### config.mk
export PLATFORM = sky130hd
export DESIGN_NAME = vir_top
export DESIGN_NICKNAME = d
export VERILOG_FILES = /design/src/inc/vir_pkg.sv /design/src/rtl/vir_top.sv /design/src/rtl/vir_level_handler.sv
export SDC_FILE = /design/constraint.sdc
export NUM_CORES = 1
export LEC_CHECK = 0
export ABC_AREA = 1
export BUFFER_PORTS_ARGS = -buffer_cell sky130_fd_sc_hd__buf_2
export CAP_MARGIN = 5
export CORE_MARGIN = 2
export CORE_UTILIZATION = 60
export DETAILED_ROUTE_END_ITERATION = 7
export PLACE_DENSITY = 0.78
export SKIP_CTS_REPAIR_TIMING = 1
export SYNTH_ARGS = -nofsm -noshare
export SYNTH_HDL_FRONTEND = slang
export SYNTH_SLANG_ARGS = --single-unit
### constraint.sdc
create_clock -name clock -period 1.6 [get_ports clock]
set_input_delay 0.24 -clock clock [delete_from_list [all_inputs] [get_ports clock]]
set_output_delay 0.24 -clock clock [all_outputs]
set_load 0.05 [all_outputs]
### src/inc/vir_pkg.sv
// package for the vme interrupt vector capture and routing block
// assumes a 32-bit avalon-mm register slave with word byte addresses
package vir_pkg;
   localparam int NUM_LEVELS = 3;
   localparam int FIRST_LEVEL = 5;
   localparam int NUM_SRC = 8;
   localparam int ROUTE_W = 3;
   localparam int NUM_LOCAL_LINES = 8;
   localparam int NUM_VME_LINES = 7;
   localparam int NUM_MBOX = 4;
   // register byte offsets
   localparam logic [11:0] OFS_LEVEL5_VECTOR = 12'h334;
   localparam logic [11:0] OFS_LEVEL6_VECTOR = 12'h338;
   localparam logic [11:0] OFS_LEVEL7_VECTOR = 12'h33C;
   localparam logic [11:0] OFS_LOCAL_ROUTE_2 = 12'h340;
   localparam logic [11:0] OFS_MAILBOX_VME_ROUTE = 12'h344;
   localparam logic [11:0] OFS_IRQ_ENABLE = 12'h360;
   localparam logic [11:0] OFS_IRQ_STATUS = 12'h364;
   localparam logic [11:0] OFS_MAILBOX0 = 12'h348;
   localparam logic [11:0] OFS_MAILBOX1 = 12'h34C;
   localparam logic [11:0] OFS_MAILBOX2 = 12'h350;
   localparam logic [11:0] OFS_MAILBOX3 = 12'h354;
   // field positions
   localparam int VEC_ERR_BIT = 8;
   localparam int ROUTE_NIBBLE = 4;
   localparam int VME_ROUTE_USED = 16;
   // status/enable layout: bits 2:0 levels 5..7, bits 7:4 mailboxes 0..3
   localparam int STAT_LEVEL_LSB = 0;
   localparam int STAT_MBOX_LSB = 4;
   localparam logic [31:0] STAT_IMPL_MASK = 32'h0000_00F7;
   // reset value, write masks and unmapped read value
   localparam logic [31:0] ROUTE_RESET = 32'h0000_0000;
   localparam logic [31:0] VME_ROUTE_MASK = 32'h0000_7777;
   localparam logic [31:0] LOCAL_ROUTE_MASK = 32'h7777_7777;
   localparam logic [31:0] UNMAPPED_READ = 32'h0000_0000;

   typedef struct packed {
      logic [7:0] vector;
      logic err;
   } vir_capture_t;

   typedef enum logic [1:0] {
      VIR_IDLE,
      VIR_ACK,
      VIR_WAIT_CLEAR
   } vir_ack_state_t;
endpackage : vir_pkg

### src/rtl/vir_top.sv
// vme interrupt vector capture (levels 5-7) and interrupt routing registers
// assumes avalon-mm master with waitrequest; ack port driven by vme side logic
// Functional notes
// [RULE1] each handled level has a read-only register, low byte is captured vector
// [RULE2] level 5, 6, 7 registers store only vectors acknowledged at their own level
// [RULE3] level is handled only while its enable bit is set
// [RULE4] no new acknowledge at a level until its status bit is cleared
// [RULE5] capture writes the vector field and raises the local interrupt
// [RULE6] bus error during capture sets the level error flag
// [RULE7] error flag 0 clean, 1 bus error; flag and vector reset to zero
// [RULE8] local route register: eight 3-bit rw fields, monitors and mailboxes, reset zero
// [RULE9] local route value n selects local interrupt line n
// [RULE10] vme route register at 0x344: four mailbox fields, upper 16 bits reserved
// [RULE11] vme route value n selects vme line n; zero masks the source
// [RULE12] mailbox write is an interrupt source delivered when enabled
// [RULE13] route fields sit in low three bits of each nibble; top bit reads zero
// [RULE14] vector error flag at bit 8; reserved bits read zero, ignore writes
`timescale 1ns/1ps
module vir_top #(
   parameter int NUM_LEVELS = vir_pkg::NUM_LEVELS
) (
   input wire logic clock,
   input wire logic rst_n,
   input wire logic [11:0] avs_address,
   input wire logic avs_read,
   input wire logic avs_write,
   input wire logic [31:0] avs_writedata,
   input wire logic [3:0] avs_byteenable,
   output logic [31:0] avs_readdata,
   output logic avs_waitrequest,
   input wire logic [NUM_LEVELS-1:0] vme_irq_pending,
   output logic [NUM_LEVELS-1:0] vme_ack_req,
   input wire logic [NUM_LEVELS-1:0] vme_ack_done,
   input wire logic [7:0] vme_ack_vector,
   input wire logic vme_ack_berr,
   input wire logic [3:0] locmon_event,
   output logic [7:0] local_irq_line,
   output logic [6:0] vme_irq_line,
   output logic irq
);
   initial begin
      if (NUM_LEVELS != vir_pkg::NUM_LEVELS) begin
         $error("vir_top serves exactly three vme levels");
      end
   end

   typedef struct packed {
      logic [31:0] local_route;
      logic [31:0] vme_route;
      logic [31:0] enable;
      logic [31:0] status;
      logic [3:0][31:0] mailbox;
      logic [31:0] rdata;
      logic wait_n;
      logic [7:0] lline;
      logic [6:0] vline;
      logic irq;
   } vir_top_state_t;

   vir_top_state_t s_q;
   vir_top_state_t s_d;

   logic [NUM_LEVELS-1:0] cap_pulse;
   logic [NUM_LEVELS-1:0] ack_req;
   vir_pkg::vir_capture_t [NUM_LEVELS-1:0] cap;

   // one handler per level; vector/berr are shared, done is per level and only own done is seen
   for (genvar g = 0; g < NUM_LEVELS; g++) begin : g_lvl
      vir_level_handler u_lvl (
         .clock(clock),
         .rst_n(rst_n),
         .enable(s_q.enable[vir_pkg::STAT_LEVEL_LSB + g]), // [RULE3]
         .irq_pending(vme_irq_pending[g]),
         .status_set(s_q.status[vir_pkg::STAT_LEVEL_LSB + g]), // [RULE4]
         .ack_req(ack_req[g]),
         .ack_done(vme_ack_done[g] & ack_req[g]), // [RULE2]
         .ack_vector(vme_ack_vector),
         .ack_berr(vme_ack_berr),
         .capture(cap_pulse[g]),
         .captured(cap[g])
      );
   end

   // ack requests are handler requests registered once more, dropped while done is high
   always_ff @(posedge clock or negedge rst_n) begin
      if (!rst_n) begin
         vme_ack_req <= '0;
      end else begin
         vme_ack_req <= ack_req & ~vme_ack_done;
      end
   end

   // byte-lane merge for writes
   function automatic logic [31:0] merge(input logic [31:0] old, input logic [31:0] wd,
                                         input logic [3:0] be, input logic [31:0] keep);
      logic [31:0] r;
      r = old;
      for (int b = 0; b < 4; b++) begin
         if (be[b]) begin
            r[b*8 +: 8] = wd[b*8 +: 8];
         end
      end
      return r & keep;
   endfunction : merge

   logic [31:0] vec_word [NUM_LEVELS];
   always_comb begin
      for (int i = 0; i < NUM_LEVELS; i++) begin
         vec_word[i] = '0;
         vec_word[i][7:0] = cap[i].vector; // [RULE1]
         vec_word[i][vir_pkg::VEC_ERR_BIT] = cap[i].err; // [RULE14] [RULE7]
      end
   end

   logic acc;
   logic [3:0] mbox_wr;
   logic [31:0] set_bits;
   logic [31:0] clr_bits;
   logic [31:0] pend;
   logic [2:0] fld;
   // main register and routing logic
   always_comb begin
      s_d = s_q;
      acc = (avs_read || avs_write) && s_q.wait_n == 1'b0;
      mbox_wr = '0;
      clr_bits = '0;
      set_bits = '0;
      fld = '0;
      // one wait state: the access completes on the second cycle
      s_d.wait_n = acc;
      if (s_q.wait_n) begin
         s_d.wait_n = 1'b0;
      end
      if (acc && avs_write) begin
         case (avs_address)
            vir_pkg::OFS_LOCAL_ROUTE_2: begin
               s_d.local_route = merge(s_q.local_route, avs_writedata, avs_byteenable,
                                       vir_pkg::LOCAL_ROUTE_MASK); // [RULE8] [RULE13]
            end
            vir_pkg::OFS_MAILBOX_VME_ROUTE: begin
               s_d.vme_route = merge(s_q.vme_route, avs_writedata, avs_byteenable,
                                     vir_pkg::VME_ROUTE_MASK); // [RULE10] [RULE13]
            end
            vir_pkg::OFS_IRQ_ENABLE: begin
               s_d.enable = merge(s_q.enable, avs_writedata, avs_byteenable, vir_pkg::STAT_IMPL_MASK);
            end
            vir_pkg::OFS_IRQ_STATUS: begin
               clr_bits = merge('0, avs_writedata, avs_byteenable, vir_pkg::STAT_IMPL_MASK);
            end
            vir_pkg::OFS_MAILBOX0, vir_pkg::OFS_MAILBOX1, vir_pkg::OFS_MAILBOX2,
            vir_pkg::OFS_MAILBOX3: begin
               for (int m = 0; m < vir_pkg::NUM_MBOX; m++) begin
                  if (avs_address == vir_pkg::OFS_MAILBOX0 + 12'(m * 4)) begin
                     s_d.mailbox[m] = merge(s_q.mailbox[m], avs_writedata, avs_byteenable, '1);
                     mbox_wr[m] = 1'b1; // [RULE12]
                  end
               end
            end
            default: begin
               // vector registers are read-only; unmapped writes are dropped [RULE14]
            end
         endcase
      end
      if (acc && avs_read) begin
         case (avs_address)
            vir_pkg::OFS_LEVEL5_VECTOR: s_d.rdata = vec_word[0];
            vir_pkg::OFS_LEVEL6_VECTOR: s_d.rdata = vec_word[1];
            vir_pkg::OFS_LEVEL7_VECTOR: s_d.rdata = vec_word[2];
            vir_pkg::OFS_LOCAL_ROUTE_2: s_d.rdata = s_q.local_route;
            vir_pkg::OFS_MAILBOX_VME_ROUTE: s_d.rdata = s_q.vme_route;
            vir_pkg::OFS_IRQ_ENABLE: s_d.rdata = s_q.enable;
            vir_pkg::OFS_IRQ_STATUS: s_d.rdata = s_q.status;
            vir_pkg::OFS_MAILBOX0: s_d.rdata = s_q.mailbox[0];
            vir_pkg::OFS_MAILBOX1: s_d.rdata = s_q.mailbox[1];
            vir_pkg::OFS_MAILBOX2: s_d.rdata = s_q.mailbox[2];
            vir_pkg::OFS_MAILBOX3: s_d.rdata = s_q.mailbox[3];
            default: s_d.rdata = vir_pkg::UNMAPPED_READ;
         endcase
      end
      // sticky status: set wins over a write-one clear
      set_bits[vir_pkg::STAT_LEVEL_LSB +: 3] = cap_pulse; // [RULE5]
      set_bits[vir_pkg::STAT_MBOX_LSB +: 4] = mbox_wr; // [RULE12]
      s_d.status = (s_q.status & ~clr_bits) | set_bits;
      pend = s_q.status & s_q.enable;
      s_d.irq = |pend; // [RULE5]
      // steer sources to local and vme lines
      s_d.lline = '0;
      s_d.vline = '0;
      for (int k = 0; k < vir_pkg::NUM_SRC; k++) begin
         fld = s_q.local_route[k*vir_pkg::ROUTE_NIBBLE +: vir_pkg::ROUTE_W];
         // sources 0-3 mailboxes, 4-7 location monitors
         if ((k < 4) ? pend[vir_pkg::STAT_MBOX_LSB + k] : locmon_event[k-4]) begin
            s_d.lline[fld] = 1'b1; // [RULE9]
         end
      end
      for (int k = 0; k < vir_pkg::NUM_MBOX; k++) begin
         fld = s_q.vme_route[k*vir_pkg::ROUTE_NIBBLE +: vir_pkg::ROUTE_W];
         // value zero masks: there is no vme line zero [RULE11]
         if (fld != 3'h0 && pend[vir_pkg::STAT_MBOX_LSB + k]) begin
            s_d.vline[fld - 3'h1] = 1'b1; // [RULE11]
         end
      end
   end

   always_ff @(posedge clock or negedge rst_n) begin
      if (!rst_n) begin
         s_q <= '0;
      end else begin
         s_q <= s_d;
      end
   end

   // outputs straight from flops, except waitrequest which is gated by read/write
   assign avs_readdata = s_q.rdata;
   assign avs_waitrequest = ~s_q.wait_n & (avs_read | avs_write);
   assign local_irq_line = s_q.lline;
   assign vme_irq_line = s_q.vline;
   assign irq = s_q.irq;
endmodule : vir_top

### src/rtl/vir_level_handler.sv
// one interrupt-acknowledge handler for a single vme level
// assumes the outer ack port gives done with vector and bus error in one cycle
`timescale 1ns/1ps
module vir_level_handler (
   input wire logic clock,
   input wire logic rst_n,
   input wire logic enable,
   input wire logic irq_pending,
   input wire logic status_set,
   output logic ack_req,
   input wire logic ack_done,
   input wire logic [7:0] ack_vector,
   input wire logic ack_berr,
   output logic capture,
   output vir_pkg::vir_capture_t captured
);
   typedef struct packed {
      vir_pkg::vir_ack_state_t st;
      vir_pkg::vir_capture_t cap;
      logic cap_pulse;
   } vir_lvl_state_t;

   vir_lvl_state_t s_q;
   vir_lvl_state_t s_d;

   // next-state logic for one level
   always_comb begin
      s_d = s_q;
      s_d.cap_pulse = 1'b0;
      case (s_q.st)
         vir_pkg::VIR_IDLE: begin
            // only handle while enabled and status clear [RULE3] [RULE4]
            if (enable && irq_pending && !status_set) begin
               s_d.st = vir_pkg::VIR_ACK;
            end
         end
         vir_pkg::VIR_ACK: begin
            if (ack_done) begin
               s_d.cap.vector = ack_vector; // own level only [RULE2]
               s_d.cap.err = ack_berr; // vector suspect on error [RULE6] [RULE7]
               s_d.cap_pulse = 1'b1; // raises the local interrupt [RULE5]
               s_d.st = vir_pkg::VIR_WAIT_CLEAR;
            end
         end
         vir_pkg::VIR_WAIT_CLEAR: begin
            // wait for the pulse to land before looking at status again
            if (!s_q.cap_pulse && !status_set) begin
               s_d.st = vir_pkg::VIR_IDLE; // [RULE4]
            end
         end
         default: begin
            s_d.st = vir_pkg::VIR_IDLE;
         end
      endcase
   end

   always_ff @(posedge clock or negedge rst_n) begin
      if (!rst_n) begin
         s_q <= '0;
      end else begin
         s_q <= s_d;
      end
   end

   assign ack_req = (s_q.st == vir_pkg::VIR_ACK);
   assign capture = s_q.cap_pulse;
   assign captured = s_q.cap;
endmodule : vir_level_handler

==> results.toml <==
[synthesis]
yosysSeqAreaShare_pct = 49.80
synth.distinct_cells = 46
synthFlopType = "dfrtp_1"
synth_edf_count = 0
synth_area_sq_mm = 0.01337
syn_avg_cell_area_sq_um = 8.195
synth_seq_cells = 266
synthCells = 1631
synthArstFlopShare_pct = 100.0
syn-num-nets = 1710
yosysWarnings = 0

[setup_path]
path_class = "register to output pin"
worstPathRequired_ns = 1.36
end_kind = "output pin"
crit_fanout = 4
reg2reg_setup_slack_ns = 0.06
arrival_ns = 1.43
start_kind = "register"

[placed_design]
dp_cells = 2006
hpwlAfterDp_microns = 25120
gp_congestion = 0.9154
portBuffers = 122

[detailed_routing]
drc = 0
drt-total-wl_microns = 35910
vias = 11800
dr.pass1.iters = 6
wl_per_cell_microns = 17.31
drtAntennaViolNets = 0
drt_iter0_markers = 1071
avgViaCountPerCell = 5.690

[outcome]
run_status = "finished, violations left"
failed_checks = "negative hold slack, negative setup slack"

[grt]
grt_max_degree = 60
antenna_found_initial = 2
grt_first_pass_wirelength_microns = 58600
grt_pass1_vias = 11250
grt_overflow = 0
grt_usage_pct = 30.69

[timing]
skew_ns = 0.01034
max_clock_freq_ghz = 0.5988
period_share_pct = 104.4
finalCriticalPeriod_ns = 1.670
setup_ws_ns = -0.06997
rsz0062_at_grt = "true"
relSlewSlack_pct = 63.50
setup_viol = 1
tightest_slew_ns = 0.5474
holdWs_ns = -0.01773
final_hold_viol_count = 4
drv_slew = 0
tns_ns = -0.06997

[pwr]
vdd_drop_max_uv = 760.9
p_leak_nw = 7.938
power_density_mw_per_mm2 = 901.0
p_total_w = 0.01414

[hold_path]
timing.hold.worst.class = "input pin to register"

[flow_run]
max-cap-violations = 0

[floorplan]
die_area_sq_mm = 0.02349
start_util_pct = 61.24
design.core.area_sq_mm = 0.02182
die_width_microns = 153.3
ios = 123
rows = 54
die_h_microns = 153.3

[clock_tree]
clockRootBuffer = "clkbuf_16"
clkLatencyLatePin_ns = 0.54
cts_max_path_buffers = 3
cts_tree = "yes"
htreeDepth = 1
cts-buffers-inserted = 28
clk_pin_slew_ns = 0.06
cts.sinks = 266

[layout]
fill_cells = 1691
antennaDiodeCount = 0
drive_gt1_share_pct = 20.29
ff_latch_area_sq_mm = 0.006656
multi_input_area_sq_mm = 0.005465
area_delta_synth_final_pct = 17.45
stdcell_count = 2074
num-nets-final = 1851
logic make-up (layout without fill, tap and decap cells):
family / Yosys count / after routing / synth area share (%)
buf+inv: 260 / 423 / 9.680
xor+xnor: 4 / 4 / 0.2621
compound gates: 255 / 255 / 11.50
fa+ha+maj: 8 / 8 / 0.7490
flops: 266 / 266 / 49.80
simple gates: 838 / 838 / 28.01
cells in the final DEF, fill, tap and decap left out, types with 3 or more instances in the layout:
master           n
nor2_1          80
nand2_1        466
o211ai_1         5
a21oi_1          9
ha_1             8
o2111ai_1        4
clkbuf_8         8
nor4_1           4
nor2_2          11
or2_2            4
nand2_2         19
clkinv_1         3
o21ai_2         46
o22ai_1          4
buf_4           59
nor2_4           5
buf_2          120
o41ai_1          3
a31oi_1          4
nand3_1        184
clkbuf_16       29
dfrtp_1        266
clkbuf_1        11
nand4_1         33
dlygate4sd3_1   15
o31ai_1          3
nand2_4          6
buf_12          25
o21ai_1        125
o21ai_0         42
nor3_1          13
nor3_2           4
inv_2            9
inv_1          136
final cells by class:
class / count / share of cell area, %
repair buffers: 222 / 11.06
flip-flops and latches: 266 / 42.40
clock buffers: 48 / 5.587
clock inverters: 4 / 0.3268
inverters: 149 / 3.579
multi-input cells: 1105 / 34.82
well taps: 280 / 2.232
synthesized netlist by cell type, types with 5 or more instances:
library cell  number  area, sq um
buf_2             38        190.2
o21ai_1          125        625.6
inv_2              8        30.03
nand3_1          184        920.9
nand2_2           18        112.6
nor2_1            80        300.3
o211ai_1           5        37.54
buf_6             11        123.9
buf_4             50        375.4
nand2_1          469         1760
a21oi_1           10        50.05
o21ai_2           46        402.9
nor2_4             5        56.30
nor2_2            11        68.82
inv_1            138        518.0
dfrtp_1          266         6656
o21ai_0           42        210.2
clkbuf_1          11        41.29
nor3_1            13        65.06
nand4_1           33        206.5
nand2_4            5        56.30
ha_1               8        100.1
report_power, final:
part | switching [W] | internal, W
combinational | 0.000571 | 0.000256
sequential | 0.0000361 | 0.00679
clock | 0.00262 | 0.00387
routing by layer:
metal	vias to the layer above	part of all wire (%)	global-route usage [%]
met2	461	48	49.87
met1	5676	42	43.57
met4	4	2.6	8.333
li1	5589	-	-
met3	72	7.4	4.508
met5	-	0.064	0
critical path: stages (launching register included):
cell and delay, ns:
dfrtp_1 0.38, inv_2 0.09, nand2_4 0.06, buf_6 0.13
nand2_8 0.08, buf_8 0.14
per-stage QoR:
stage | utilization (%) | hold slack, ns | setup slack, ns | area, sq um
4_1_cts | 70.94 | -0.3318 | -0.3374 | 15480
5_1_grt | 71.93 | 0.003209 | -0.09106 | 15700
2_1_floorplan | - | -0.05559 | 0.1468 | 13370
3_5_place_dp | 66.68 | 0.2308 | -0.1257 | 14550
3_3_place_gp | 66.68 | 0.2335 | -0.07091 | 14550
6_report | 71.93 | -0.01773 | -0.06997 | 15700
path summary, 6_finish.rpt:
| check | from | end | cells past startpoint |
|---|---|---|---|
| setup reg to reg | s_q[246]$_DFFE_PN0P_ | vme_irq_line[2]$_DFF_PN0_ | 6 |
| hold / removal | vme_ack_berr | g_lvl[0].u_lvl.captured[0]$_DFFE_PN0P_ | 3 |
| setup / recovery | s_q[16]$_DFF_PN0_ | avs_waitrequest | 5 |
| min in group asynchronous | rst_n | g_lvl[0].u_lvl.captured[0]$_DFFE_PN0P_ | 2 |
| hold reg to reg | g_lvl[1].u_lvl.s_q[10]$_DFFE_PN0P_ | g_lvl[1].u_lvl.s_q[10]$_DFFE_PN0P_ | 1 |
| max in group asynchronous | rst_n | s_q[141]$_DFFE_PN0P_ | 3 |
registers in the layout, indices dropped and copies added (netlist names):
register and flops:
avs_readdata 32, fld 3, g_lvl.u_lvl.capture 3, g_lvl.u_lvl.captured 27, g_lvl.u_lvl.s_q 6, irq 1, local_irq_line 8, s_q 176
vme_ack_req 3, vme_irq_line 7
(Power assumes the default switching activity.)
